[config.mk]
export PLATFORM = sky130hd
export DESIGN_NAME = read_prefetch_bridge
export DESIGN_NICKNAME = d
export VERILOG_FILES = /design/src/bridge_prefetch_pkg.sv /design/src/prefetch_store.sv /design/src/read_prefetch_bridge.sv
export SDC_FILE = /design/constraint.sdc
export NUM_CORES = 2
export LEC_CHECK = 0
export BUFFER_PORTS_ARGS = -buffer_cell sky130_fd_sc_hd__buf_2
export CORE_ASPECT_RATIO = 0.5
export CORE_MARGIN = 2
export CORE_UTILIZATION = 40
export CTS_CLUSTER_DIAMETER = 150
export DETAILED_ROUTE_END_ITERATION = 12
export PLACE_DENSITY_LB_ADDON = 0.1
export SLEW_MARGIN = 20
export SYNTH_ARGS = -nofsm -noshare
export SYNTH_HDL_FRONTEND = slang
export SYNTH_HIERARCHICAL = 1
export SYNTH_SLANG_ARGS = --single-unit
[constraint.sdc]
create_clock -name pclk -period 4.8 [get_ports pclk]
set_input_delay 0.24 -clock pclk [delete_from_list [all_inputs] [get_ports pclk]]
set_output_delay 0.24 -clock pclk [all_outputs]
set_load 0.05 [all_outputs]
[src/bridge_prefetch_pkg.sv]
// Purpose: shared constants and types for the upstream read prefetch block
// Assumes: 32-bit APB register bus, dword-wide completion data
// Notes: prefetch sizes are held in 32-byte units
package bridge_prefetch_pkg;

  // ----------------------------------------
  // link credits
  // ----------------------------------------
  localparam int unsigned CREDIT_BYTES = 16;
  localparam logic [7:0] CREDIT_PH = 8'h08;
  localparam logic [11:0] CREDIT_PD = 12'h020;
  localparam logic [7:0] CREDIT_NPH = 8'h04;
  localparam logic [11:0] CREDIT_NPD = 12'h001;
  localparam logic [7:0] CREDIT_CPLH = 8'h00;
  localparam logic [11:0] CREDIT_CPLD = 12'h000;

  typedef struct packed {
    logic [7:0] ph;
    logic [11:0] pd;
    logic [7:0] nph;
    logic [11:0] npd;
    logic [7:0] cplh;
    logic [11:0] cpld;
  } fc_credit_type;

  localparam fc_credit_type FC_INIT = '{CREDIT_PH, CREDIT_PD, CREDIT_NPH, CREDIT_NPD, CREDIT_CPLH, CREDIT_CPLD};

  // ----------------------------------------
  // commands and carriers
  // ----------------------------------------
  typedef enum logic [1:0] {
    CMD_READ = 2'b00,
    CMD_LINE = 2'b01,
    CMD_MULTIPLE = 2'b10
  } read_cmd_type;

  typedef struct packed {
    read_cmd_type cmd;
    logic [31:0] addr;
  } pci_read_type;

  typedef struct packed {
    logic [31:0] addr;
    logic [8:0] dwords;
  } fetch_req_type;

  typedef enum logic [1:0] {
    ST_IDLE = 2'b00,
    ST_FETCH = 2'b01,
    ST_HOLD = 2'b10,
    ST_DROP = 2'b11
  } cache_state_type;

  // ----------------------------------------
  // register map
  // ----------------------------------------
  localparam logic [11:0] OFF_PREFETCH = 12'h000;
  localparam logic [11:0] OFF_MISC = 12'h004;
  localparam logic [11:0] OFF_PERIOD = 12'h008;
  localparam logic [11:0] OFF_STATUS = 12'h00c;

  localparam int PF_PLAIN_EN = 0;
  localparam int PF_LINE_EN = 1;
  localparam int PF_MULT_EN = 2;
  localparam int PF_LINE_SLOW = 4;
  localparam int PF_LINE_FAST = 8;
  localparam int PF_MULT_SLOW = 12;
  localparam int PF_MULT_FAST = 16;
  localparam int MISC_SHORT_TERM_CACHE_ENABLE = 0;
  localparam int MISC_CLS = 8;

  localparam logic [31:0] PREFETCH_RESET = 32'h000c_8846;
  localparam logic [31:0] MISC_RESET = 32'h0000_0800;
  localparam logic [15:0] PERIOD_RESET = 16'h0100;

  // ----------------------------------------
  // sizes
  // ----------------------------------------
  localparam logic [8:0] PLAIN_DW_NARROW = 9'h001;
  localparam logic [8:0] PLAIN_DW_WIDE = 9'h002;

endpackage

[src/prefetch_store.sv]
// Purpose: dword store for prefetched read data
// Assumes: one write and one read port on the same clock
// Notes: read data comes out of a register one cycle after the address
`timescale 1ns/1ps
`default_nettype none
module prefetch_store #(
  parameter int WIDTH = 32,
  parameter int DEPTH = 128
) (
  // clock
  input wire logic pclk,
  // write side
  input wire logic wr_en,
  input wire logic [$clog2(DEPTH)-1:0] wr_addr,
  input wire logic [WIDTH-1:0] wr_data,
  // read side
  input wire logic rd_en,
  input wire logic [$clog2(DEPTH)-1:0] rd_addr,
  output logic [WIDTH-1:0] rd_data
);

  logic [WIDTH-1:0] mem [DEPTH];

  initial begin
    if (DEPTH < 2 || WIDTH < 1) begin
      $error("prefetch_store: bad size");
    end
  end

  always_ff @(posedge pclk) begin
    if (wr_en) begin
      mem[wr_addr] <= wr_data;
    end
  end

  always_ff @(posedge pclk) begin
    if (rd_en) begin
      rd_data <= mem[rd_addr];
    end
  end

endmodule
`default_nettype wire

[src/read_prefetch_bridge.sv]
// Purpose: upstream read prefetch, short-term cache, credit advertisement
// Assumes: PCI and PCIe cores run on pclk; the link clock is sampled
// Notes: one cached read stream at a time
//
// Overview of operation
// - never retry or disconnect while delivering downstream read completions
// - each data credit stands for sixteen bytes of payload
// - completion credits infinite (zero); reads issued only with room for data
// - advertise eight posted header and thirty-two posted data credits
// - advertise four non-posted header and one non-posted data credit
// - line and multiple reads prefetch by default; plain reads do not
// - plain read fetches one dword narrow, two dwords wide by default
// - read-line prefetches 128 bytes narrow, 256 bytes wide by default
// - read-line prefetch disabled fetches exactly one cacheline
// - read-multiple prefetches 256 bytes narrow, 384 bytes wide by default
// - read-multiple prefetch disabled fetches exactly two cachelines
// - without short-term cache, drop leftover data when the master ends
// - with short-term cache, keep leftover data after the master ends
// - with short-term cache, keep fetching to the configured amount
// - a new read at the next undelivered dword of held data is served from the cache
// - after partial delivery, timer expiry drops the cached remainder
// - after partial delivery, an upstream posted write drops the remainder
`timescale 1ns/1ps
`default_nettype none
module read_prefetch_bridge #(
  parameter int DEPTH = 128
) (
  // clock and reset
  input wire logic pclk,
  input wire logic presetn,
  // apb slave
  input wire logic [11:0] paddr,
  input wire logic psel,
  input wire logic penable,
  input wire logic pwrite,
  input wire logic [31:0] pwdata,
  output logic [31:0] prdata,
  output logic pready,
  output logic pslverr,
  // link
  input wire logic link_clk,
  input wire logic link_up,
  output bridge_prefetch_pkg::fc_credit_type fc_adv,
  output logic fc_adv_valid,
  // pci side
  input wire logic pci_rd_req,
  input wire bridge_prefetch_pkg::pci_read_type pci_rd,
  input wire logic pci_bus64,
  input wire logic pci_data_req,
  input wire logic pci_txn_end,
  input wire logic pci_posted_wr,
  input wire logic pci_wr_attempt,
  input wire logic posted_space_low,
  input wire logic dn_cpl_active,
  output logic [31:0] pci_data,
  output logic pci_data_valid,
  output logic pci_hit,
  output logic pci_retry,
  // pcie side
  output logic fetch_valid,
  output bridge_prefetch_pkg::fetch_req_type fetch,
  input wire logic fetch_ready,
  input wire logic cpl_valid,
  input wire logic [31:0] cpl_data
);

  localparam int CW = $clog2(DEPTH + 1);
  localparam int AW = $clog2(DEPTH);

  initial begin
    if (DEPTH < 120 || DEPTH > 256) begin
      $error("read_prefetch_bridge: DEPTH must hold the largest prefetch");
    end
  end

  // ----------------------------------------
  // registers
  // ----------------------------------------
  logic [31:0] prefetch_ctrl;
  logic [31:0] misc_ctrl;
  logic [15:0] period;
  bridge_prefetch_pkg::cache_state_type state;
  logic cache_valid;
  logic txn_active;
  logic partial;
  logic [CW-1:0] total;
  logic [CW-1:0] fetched;
  logic [CW-1:0] rd_ptr;
  logic [31:0] base_addr;
  logic [15:0] timer;
  logic pend;

  wire logic apb_setup = psel & ~penable;
  wire logic apb_write = psel & penable & pready & pwrite;
  wire logic hit_pf = paddr == bridge_prefetch_pkg::OFF_PREFETCH;
  wire logic hit_misc = paddr == bridge_prefetch_pkg::OFF_MISC;
  wire logic hit_period = paddr == bridge_prefetch_pkg::OFF_PERIOD;
  wire logic hit_status = paddr == bridge_prefetch_pkg::OFF_STATUS;
  wire logic mapped = hit_pf | hit_misc | hit_period | hit_status;
  wire logic [31:0] status_word = {12'h000, state, cache_valid, partial, fetched, rd_ptr};
  wire logic [31:0] read_mux = hit_pf ? prefetch_ctrl :
    hit_misc ? misc_ctrl :
    hit_period ? {16'h0000, period} :
    hit_status ? status_word : 32'h0000_0000;

  always_ff @(posedge pclk or negedge presetn) begin
    if (!presetn) begin
      pready <= 1'b0;
      pslverr <= 1'b0;
      prdata <= 32'h0000_0000;
    end else begin
      pready <= apb_setup;
      pslverr <= apb_setup & ~mapped;
      prdata <= read_mux;
    end
  end

  always_ff @(posedge pclk or negedge presetn) begin
    if (!presetn) begin
      prefetch_ctrl <= bridge_prefetch_pkg::PREFETCH_RESET;
      misc_ctrl <= bridge_prefetch_pkg::MISC_RESET;
      period <= bridge_prefetch_pkg::PERIOD_RESET;
    end else if (apb_write) begin
      if (hit_pf) begin
        prefetch_ctrl <= {12'h000, pwdata[19:4], 1'b0, pwdata[2:0]};
      end else if (hit_misc) begin
        misc_ctrl <= {16'h0000, pwdata[15:8], 7'h00, pwdata[0]};
      end else if (hit_period) begin
        period <= pwdata[15:0];
      end
    end
  end

  // ----------------------------------------
  // prefetch size
  // ----------------------------------------
  wire logic plain_en = prefetch_ctrl[bridge_prefetch_pkg::PF_PLAIN_EN];
  wire logic line_en = prefetch_ctrl[bridge_prefetch_pkg::PF_LINE_EN];
  wire logic mult_en = prefetch_ctrl[bridge_prefetch_pkg::PF_MULT_EN];
  wire logic short_term_cache_enable = misc_ctrl[bridge_prefetch_pkg::MISC_SHORT_TERM_CACHE_ENABLE];
  wire logic [7:0] cls = misc_ctrl[bridge_prefetch_pkg::MISC_CLS +: 8];
  wire logic [3:0] line_sz = pci_bus64 ? prefetch_ctrl[bridge_prefetch_pkg::PF_LINE_FAST +: 4] :
    prefetch_ctrl[bridge_prefetch_pkg::PF_LINE_SLOW +: 4];
  wire logic [3:0] mult_sz = pci_bus64 ? prefetch_ctrl[bridge_prefetch_pkg::PF_MULT_FAST +: 4] :
    prefetch_ctrl[bridge_prefetch_pkg::PF_MULT_SLOW +: 4];
  wire logic [8:0] line_dw = {2'b00, line_sz, 3'b000};
  wire logic [8:0] mult_dw = {2'b00, mult_sz, 3'b000};
  wire logic [8:0] plain_dw = pci_bus64 ? bridge_prefetch_pkg::PLAIN_DW_WIDE :
    bridge_prefetch_pkg::PLAIN_DW_NARROW;
  // plain reads may hit side-effect space, so they stay minimal unless enabled
  wire logic [8:0] want_dw = (pci_rd.cmd == bridge_prefetch_pkg::CMD_LINE) ?
    (line_en ? line_dw : {1'b0, cls}) :
    (pci_rd.cmd == bridge_prefetch_pkg::CMD_MULTIPLE) ?
    (mult_en ? mult_dw : {cls, 1'b0}) :
    (plain_en ? line_dw : plain_dw);
  // never ask for more than the store can take, so completions always fit
  wire logic [8:0] fit_dw = (want_dw > 9'(DEPTH)) ? 9'(DEPTH) : want_dw;
  wire logic [8:0] next_total = (fit_dw == 9'h000) ? 9'h001 : fit_dw;

  // ----------------------------------------
  // cache control
  // ----------------------------------------
  wire logic busy = (state == bridge_prefetch_pkg::ST_FETCH) | (state == bridge_prefetch_pkg::ST_DROP);
  wire logic addr_match = pci_rd.addr == (base_addr + {{(30 - CW){1'b0}}, rd_ptr, 2'b00});
  wire logic req_hit = pci_rd_req & cache_valid & addr_match;
  wire logic req_start = pci_rd_req & ~req_hit & ~busy & ~fetch_valid;
  wire logic req_refused = pci_rd_req & ~req_hit & (busy | fetch_valid);
  wire logic deliver = pci_data_req & txn_active & cache_valid & (rd_ptr < fetched);
  wire logic expire = partial & ~txn_active & (timer == 16'h0000);
  wire logic drop_end = pci_txn_end & ~short_term_cache_enable;
  wire logic drop_cache = cache_valid & ((partial & pci_posted_wr) | expire | drop_end);
  wire logic cpl_take = cpl_valid & busy;
  wire logic fetch_done = cpl_take & (fetched + CW'(1) == total);
  wire logic store_wr = cpl_valid & (state == bridge_prefetch_pkg::ST_FETCH) & ~drop_cache;
  logic [31:0] store_q;

  always_ff @(posedge pclk or negedge presetn) begin
    if (!presetn) begin
      state <= bridge_prefetch_pkg::ST_IDLE;
      cache_valid <= 1'b0;
      fetched <= '0;
      total <= '0;
      base_addr <= 32'h0000_0000;
    end else if (req_start) begin
      state <= bridge_prefetch_pkg::ST_FETCH;
      cache_valid <= 1'b1;
      fetched <= '0;
      total <= CW'(next_total);
      base_addr <= pci_rd.addr;
    end else begin
      // completions keep streaming after the master leaves while caching
      if (cpl_take) begin
        fetched <= fetched + CW'(1);
      end
      if (drop_cache) begin
        cache_valid <= 1'b0;
      end
      case (state)
        bridge_prefetch_pkg::ST_FETCH: begin
          if (drop_cache) begin
            state <= fetch_done ? bridge_prefetch_pkg::ST_IDLE : bridge_prefetch_pkg::ST_DROP;
          end else if (fetch_done) begin
            state <= bridge_prefetch_pkg::ST_HOLD;
          end
        end
        bridge_prefetch_pkg::ST_HOLD: begin
          if (drop_cache) begin
            state <= bridge_prefetch_pkg::ST_IDLE;
          end
        end
        bridge_prefetch_pkg::ST_DROP: begin
          // outstanding completions must still be absorbed before reuse
          if (fetch_done) begin
            state <= bridge_prefetch_pkg::ST_IDLE;
          end
        end
        default: begin
          state <= bridge_prefetch_pkg::ST_IDLE;
        end
      endcase
    end
  end

  always_ff @(posedge pclk or negedge presetn) begin
    if (!presetn) begin
      txn_active <= 1'b0;
      rd_ptr <= '0;
      partial <= 1'b0;
      timer <= 16'h0000;
      pend <= 1'b0;
    end else begin
      pend <= deliver;
      if (req_start) begin
        rd_ptr <= '0;
        partial <= 1'b0;
      end else if (deliver) begin
        rd_ptr <= rd_ptr + CW'(1);
        partial <= 1'b1;
      end
      if (req_start | req_hit) begin
        txn_active <= 1'b1;
      end else if (pci_txn_end) begin
        txn_active <= 1'b0;
      end
      if (deliver | req_hit) begin
        timer <= period;
      end else if (timer != 16'h0000) begin
        timer <= timer - 16'h0001;
      end
    end
  end

  prefetch_store #(
    .WIDTH(32),
    .DEPTH(DEPTH)
  ) u_store (
    .pclk(pclk),
    .wr_en(store_wr),
    .wr_addr(fetched[AW-1:0]),
    .wr_data(cpl_data),
    .rd_en(deliver),
    .rd_addr(rd_ptr[AW-1:0]),
    .rd_data(store_q)
  );

  // ----------------------------------------
  // pci and pcie outputs
  // ----------------------------------------
  always_ff @(posedge pclk or negedge presetn) begin
    if (!presetn) begin
      pci_data <= 32'h0000_0000;
      pci_data_valid <= 1'b0;
      pci_hit <= 1'b0;
      pci_retry <= 1'b0;
      fetch_valid <= 1'b0;
      fetch <= '0;
    end else begin
      pci_data_valid <= pend;
      if (pend) begin
        pci_data <= store_q;
      end
      pci_hit <= req_hit;
      // only new requests are refused; completion delivery is never stalled
      pci_retry <= (req_refused | (pci_wr_attempt & posted_space_low)) & ~dn_cpl_active;
      if (req_start) begin
        fetch_valid <= 1'b1;
        fetch <= '{pci_rd.addr, next_total};
      end else if (fetch_ready) begin
        fetch_valid <= 1'b0;
      end
    end
  end

  // ----------------------------------------
  // link credit advertisement
  // ----------------------------------------
  logic link_clk_s1, link_clk_s2, link_clk_s3;
  logic link_up_s1, link_up_s2;
  logic advertised;
  wire logic link_rise = link_clk_s2 & ~link_clk_s3;

  always_ff @(posedge pclk or negedge presetn) begin
    if (!presetn) begin
      link_clk_s1 <= 1'b0;
      link_clk_s2 <= 1'b0;
      link_clk_s3 <= 1'b0;
      link_up_s1 <= 1'b0;
      link_up_s2 <= 1'b0;
      advertised <= 1'b0;
      fc_adv <= '0;
      fc_adv_valid <= 1'b0;
    end else begin
      link_clk_s1 <= link_clk;
      link_clk_s2 <= link_clk_s1;
      link_clk_s3 <= link_clk_s2;
      link_up_s1 <= link_up;
      link_up_s2 <= link_up_s1;
      fc_adv_valid <= 1'b0;
      if (!link_up_s2) begin
        advertised <= 1'b0;
      end else if (link_rise & ~advertised) begin
        advertised <= 1'b1;
        fc_adv_valid <= 1'b1;
        fc_adv <= bridge_prefetch_pkg::FC_INIT;
      end
    end
  end
endmodule
`default_nettype wire

* Yosys cells after proc, flatten, opt, wreduce, memory -nomap -nowiden
Memory sizes are Yosys's and may differ from the RTL's. A register that Yosys moved wholly into a read port is not among the register bits.
Index checks and enable logic that the tools add are counted.
** Word-level totals
- RAM bits :: 4096
- Flip-flop bits (word level) :: 197
- Memories :: 1
- Logic and storage cells :: 157
** Operators by class
- Mux-type cells :: 41
- Add/subtract/negate cells :: 4
- Order comparisons :: 2
- Eq/ne operators :: 14
- Reduce and logical (&&, ||, !) cells :: 15
- Bitwise operators :: 50
** Memories
- u_store.mem :: depth 128, bits a word 32, read ports 1, clocked after Yosys merged registers in 1, write ports 1, line prefetch_store.sv:22 : logic [WIDTH-1:0] mem [DEPTH];
** Operators with widths (number)
- 2-to-1 mux 20 bit :: 4
- 2-to-1 mux 9 bit :: 5
- 2-to-1 mux 8 bit :: 5
- adder 32 x 10 -> 32 bit :: 1
- equality test 32 bit :: 1
- 2-to-1 mux 16 bit :: 2
- AND 1 bit :: 27
- equality test 12 x 4 -> 1 bit (second input constant) :: 2
- adder 8 x 1 -> 8 bit (second input constant) :: 2
- zero test 16 bit :: 1
- nonzero test 16 bit :: 1
- subtractor 16 x 1 -> 16 bit (second input constant) :: 1
- 2-to-1 mux 1 bit :: 14
- 2-to-1 mux 2 bit :: 7
- NOT 1 bit :: 13
- equality test 12 x 3 -> 1 bit (second input constant) :: 1
- zero test 12 bit :: 1
- nonzero test 2 bit :: 6
- OR 1 bit :: 10
- greater-than comparator 9 x 8 -> 1 bit (second input constant) :: 1
- zero test 9 bit :: 1
- equality test 8 bit :: 1
- < comparator 8 bit :: 1
- 2-to-1 mux 4 bit :: 2
- 10 further kinds :: 16

* Longest topological paths before layout
- Depth after elaboration :: 10
- Depth in mapped cells :: 14
- Gate-level depth less buffers :: 12

* Modules after synthesis
Netlist, hierarchy kept.
** Modules (own cells, without submodules)
- prefetch_store :: times used 1, cells each 5990, area an instance 156596.4 um2
- read_prefetch_bridge :: times used 1, cells each 935, area an instance 10406.2 um2

* Worst setup path after synthesis
Ideal clock, no wire load.
- Path kind :: reg-to-reg
- From :: register timer[0]
- To :: memory u_store.mem[98][0], enable pin
- Data arrival time :: 4439 ps
- Library setup time :: 461 ps
- Stages on the path, launching flop included :: 13
- Data required time :: 4339 ps
- Path slack :: -100 ps
- Path through :: dfrtp_1 inv_1 ha_1 or4b_1 or4_1 nor4b_1 o21ai_1 a21boi_1 nor2b_1 nor3_1 clkbuf_1 nand4_1 nor3_1
** On the way
- Cells in the longest elaborated chain, start to end :: 9
** Ends and longest elaborated chain
- start, declared :: line read_prefetch_bridge.sv:90 : logic [15:0] timer;
- start signal, assigned :: line read_prefetch_bridge.sv:246 : timer <= period;
- start signal, assigned :: line read_prefetch_bridge.sv:248 : timer <= timer - 16'h0001;
- zero test 16 bit :: line read_prefetch_bridge.sv:169 : wire logic expire = partial & ~txn_active & (timer == 16'h0000);
- AND 1 bit :: line read_prefetch_bridge.sv:169
- OR 1 bit (2 in series) :: line read_prefetch_bridge.sv:171 : wire logic drop_cache = cache_valid & ((partial & pci_posted_wr) | expire | drop_end);
- AND 1 bit :: line read_prefetch_bridge.sv:171
- NOT 1 bit :: line read_prefetch_bridge.sv:174 : wire logic store_wr = cpl_valid & (state == bridge_prefetch_pkg::ST_FETCH) & ~drop_cache;
- AND 1 bit :: line read_prefetch_bridge.sv:174
- via store_wr :: line read_prefetch_bridge.sv:174
- 2-to-1 mux 1 bit :: line prefetch_store.sv:31 : if (wr_en) begin
- 2-to-1 mux 1 bit (implied by the code) :: line prefetch_store.sv:32 : mem[wr_addr] <= wr_data;
- end, declared :: line prefetch_store.sv:22
The timed path passes the listed nets, and every way through them passes these cells.

* Final worst setup path
- From :: register rd_ptr[0]
- To :: register fetch[35] (netlist name)
** On the way
- Cells in the longest elaborated chain, start to end :: 7
** Ends and longest elaborated chain
- start, declared :: line read_prefetch_bridge.sv:88 : logic [CW-1:0] rd_ptr;
- start signal, assigned :: line read_prefetch_bridge.sv:237 : rd_ptr <= rd_ptr + CW'(1);
- adder 32 x 10 -> 32 bit :: line read_prefetch_bridge.sv:164 : wire logic addr_match = pci_rd.addr == (base_addr + {{(30 - CW){1'b0}}, rd_ptr, 2'b00});
- equality test 32 bit :: line read_prefetch_bridge.sv:164
- AND 1 bit :: line read_prefetch_bridge.sv:165 : wire logic req_hit = pci_rd_req & cache_valid & addr_match;
- NOT 1 bit :: line read_prefetch_bridge.sv:166 : wire logic req_start = pci_rd_req & ~req_hit & ~busy & ~fetch_valid;
- AND 1 bit (3 in series) :: line read_prefetch_bridge.sv:166
- end signal, assigned :: line read_prefetch_bridge.sv:287 : fetch <= '{pci_rd.addr, next_total};
- end, declared :: line read_prefetch_bridge.sv:61 : output bridge_prefetch_pkg::fetch_req_type fetch,
No other way between the ends.
A chain may end at the register's enable or synchronous reset.

==> flow_summary.json <==
{
  "wl_per_cell_um": 35.1,
  "p_leak_nw": 59.2,
  "tns_ps": 0,
  "maxSlewViolCount": 0,
  "required_ps": 5600,
  "fillers": 33600,
  "place_area_um2": 181000,
  "viasPerCell": 5.82,
  "dpl.hpwl_mm": 290,
  "grt_pass1_wl_mm": 662,
  "nets": 7894,
  "synth_ff_type": "edfxtp_1",
  "start_util": 0.403,
  "hold_violations": 0,
  "syn_to_final_growth_pct": 16.5,
  "clk_pin_slew_ps": 70,
  "cts_tree": "yes",
  "synth_seq_cells": 4317,
  "worst_hold_path_type": "input port to flip-flop",
  "rsz0062_at_grt": "no",
  "stdcell_area_um2": 195000,
  "max_clock_freq_ghz": 0.221,
  "grt_overflow_total": 0,
  "io_pins": 299,
  "finalSetupViolCount": 0,
  "period_minus_slack_ps": 4530,
  "ys_warn_count": 6,
  "synth_cell_type_count": 76,
  "grt_util_met1": 0.330,
  "dp.cells": 12800,
  "ant_nets": 0,
  "die_area_um2": 423000,
  "syn_inst": 6925,
  "r2r_cells": 12,
  "status": "finished clean",
  "htree_num_levels": 5,
  "max_cap_violations": 0,
  "synthArstFlopShare": 0.0438,
  "dieHeight_um": 461,
  "max_slew_margin": 0.110,
  "die_w_um": 918,
  "met2_usage": 0.358,
  "grt_max_degree": 151,
  "worstPathMaxFanout": 9,
  "final_util": 0.469,
  "grt_use_total": 0.224,
  "clk_latency_ps": 950,
  "whs_ps": 66.8,
  "finalNonFillerCells": 13700,
  "drt_iter0_drc": 9952,
  "fin_worst_skew_ps": 69.2,
  "cts_buffer_depth": 4,
  "hold_path_depth": 1,
  "cp.arrival_ps": 5330,
  "vias": 79400,
  "powerDensity_nw_per_um2": 441,
  "top_usage_layer": "met2",
  "port_buffers": 218,
  "antenna_found_initial": 56,
  "place.gp.congestion": 0.817,
  "numCtsBuffers": 395,
  "avgSynthCellArea_um2": 24.1,
  "synth_edf_count": 4128,
  "tightest_slew_ps": 1340,
  "grt_pass1_vias": 81400,
  "worst_setup_path_start_kind": "flip-flop",
  "clockRootBuffer": "clkbuf_16",
  "timing.final.crit_share": 0.944,
  "critPathKind": "flip-flop to flip-flop",
  "drive_above_1_share": 0.353,
  "wirelength_mm": 479,
  "dr.pass1.iters": 7,
  "drc": 0,
  "clock_sinks": 4317,
  "fp-row-count": 167,
  "vdd_ir_drop_max_mv": 0.295,
  "core-area_um2": 415000,
  "syn_area_um2": 167000,
  "met3_usage": 0.0352,
  "seq_area_frac_synth": 0.771,
  "endpoint_kind": "flip-flop"
}
-- area by class of cell --
type | instances | area, um2 | area share
Timing Repair Buffer | 781 | 8730 | 0.0449
Multi-Input combinational cell | 2230 | 37500 | 0.193
Clock buffer | 482 | 10400 | 0.0535
Tap cell | 5577 | 6980 | 0.0359
Antenna cell | 15 | 37.5 | 0.000193
Sequential cell | 4317 | 129000 | 0.662
Inverter | 23 | 86.3 | 0.000444
Clock inverter | 225 | 2070 | 0.0107
-- power breakdown --
part | internal, mW | leakage [nW] | switching, mW | total [mW]
Clock | 17.4 | 6.12 | 14.0 | 31.3
Combinational | 4.84 | 13.5 | 7.11 | 11.9
Sequential | 41.9 | 39.5 | 0.592 | 42.5
Total | 64.1 | 59.2 | 21.7 | 85.8
-- layer usage --
layer	vias to the layer above	routed length (um)	part of all wire
met2	3236	226000	0.47
met5	-	35	0.000073
met1	44300	207000	0.43
met3	536	35400	0.074
li1	31300	-	-
met4	6	10300	0.022
-- cell usage after synthesis, types with 4 or more instances --
cell,number,area share
edfxtp_1,4128,0.74
mux4_2,1353,0.18
clkbuf_1,204,0.0046
nor2_1,183,0.0041
dfrtp_1,180,0.027
mux2_2,111,0.0075
buf_2,80,0.0024
buf_4,76,0.0034
buf_1,56,0.0013
mux2_1,51,0.0034
nand2_1,50,0.0011
xnor2_1,49,0.0026
nand3_1,38,0.0011
nor3_1,28,0.00084
a21oi_1,27,0.00081
xor2_1,23,0.0012
inv_1,21,0.00047
mux2i_1,20,0.0012
nor2b_1,19,0.00071
ha_1,18,0.0013
a31oi_1,17,0.00064
nand4_1,16,0.00060
nor4_1,14,0.00052
and2_1,12,0.00045
o21ai_0,11,0.00033
o21ai_1,11,0.00033
a211oi_1,9,0.00040
dfstp_2,9,0.0014
o31ai_1,9,0.00040
a21boi_1,7,0.00031
a21o_1,7,0.00031
or4_1,7,0.00031
buf_6,6,0.00040
nand2b_1,6,0.00022
o211ai_1,5,0.00022
o21a_1,5,0.00022
or3_1,5,0.00019
a22oi_1,4,0.00018
a311oi_1,4,0.00021
-- stage by stage --
step,setup slack (ps),power [mW]
5_1_grt,39.1,88.6
4_1_cts,85.7,86.7
3_5_place_dp,386,55.3
6_report,270,85.8
2_1_floorplan,-100,50.5
3_3_place_gp,-74.1,55.1
-- logic make-up (layout without fill, tap and decap cells) --
logic type	Yosys count	in the layout	synth area share
flip-flops	4317	4317	0.771
multiplexers	1535	1535	0.195
buffers and inverters	446	1511	0.0126
AND/OR/NAND/NOR	400	401	0.0114
AO/OA/AOI/OAI	135	135	0.00549
XOR/XNOR	72	72	0.00378
adder cells (fa/ha/maj)	19	19	0.00147
other	1	83	0.0000225
-- path summary, 6_finish.rpt --
check | start | endpoint | slack (ps)
min in group asynchronous | presetn | prefetch_ctrl[19] | 460
setup reg to reg | rd_ptr[0] | fetch[35] | 270
max in group asynchronous | presetn | pci_data[13] | 3420
hold / removal | cpl_data[18] | u_store/mem[43][18] | 70
setup / recovery | rd_ptr[0] | fetch[35] | 270
hold reg to reg | link_up_s1 | link_up_s2 | 360
-- worst max-delay path, stage by stage, from the launching register on --
cell           delay, ps
dfrtp_4              490
ha_1                 240
fa_1                 440
a211oi_1             400
o211a_1              310
nor3_1               110
nand3_1              120
mux2_2               350
nor4_1               420
nand3_2              300
nand3_2              310
mux2_1               350
dlygate4sd3_1        560
-- sequential cells by signal (all words and copies together), names as in the netlist, 2 cells and up --
name / cells
u_store/mem: 4096
fetch: 34
pci_data: 32
u_store/rd_data: 32
prdata: 20
prefetch_ctrl: 19
period: 16
timer: 16
misc_ctrl: 9
fetched: 8
rd_ptr: 8
total: 7
state: 2
-- cells in the final DEF, fill, tap and decap left out, types with 19 or more instances in the layout --
cell type / instances
edfxtp_1: 4128
mux4_2: 1353
clkbuf_16: 402
buf_12: 232
buf_4: 227
buf_2: 185
dfrtp_1: 171
dlygate4sd3_1: 127
nor2_4: 119
mux2_2: 111
clkinv_2: 83
clkbuf_1: 75
clkinv_1: 73
conb_1: 68
nor2_1: 64
mux2_1: 51
nand2_1: 50
xnor2_1: 49
bufinv_16: 36
nand3_1: 33
a21oi_1: 27
xor2_1: 23
inv_1: 20
mux2i_1: 20
nor2b_1: 19
-- timing repair --
action | 4_1_cts | 5_1_grt
setup endpoints to repair | 0 | 15
hold buffers | 126 | 2
endpoints found under the hold margin | 1674 | 116
buffers inserted | 0 | 2
resized for setup | 0 | 2
Power figures use the tool's default switching activity.
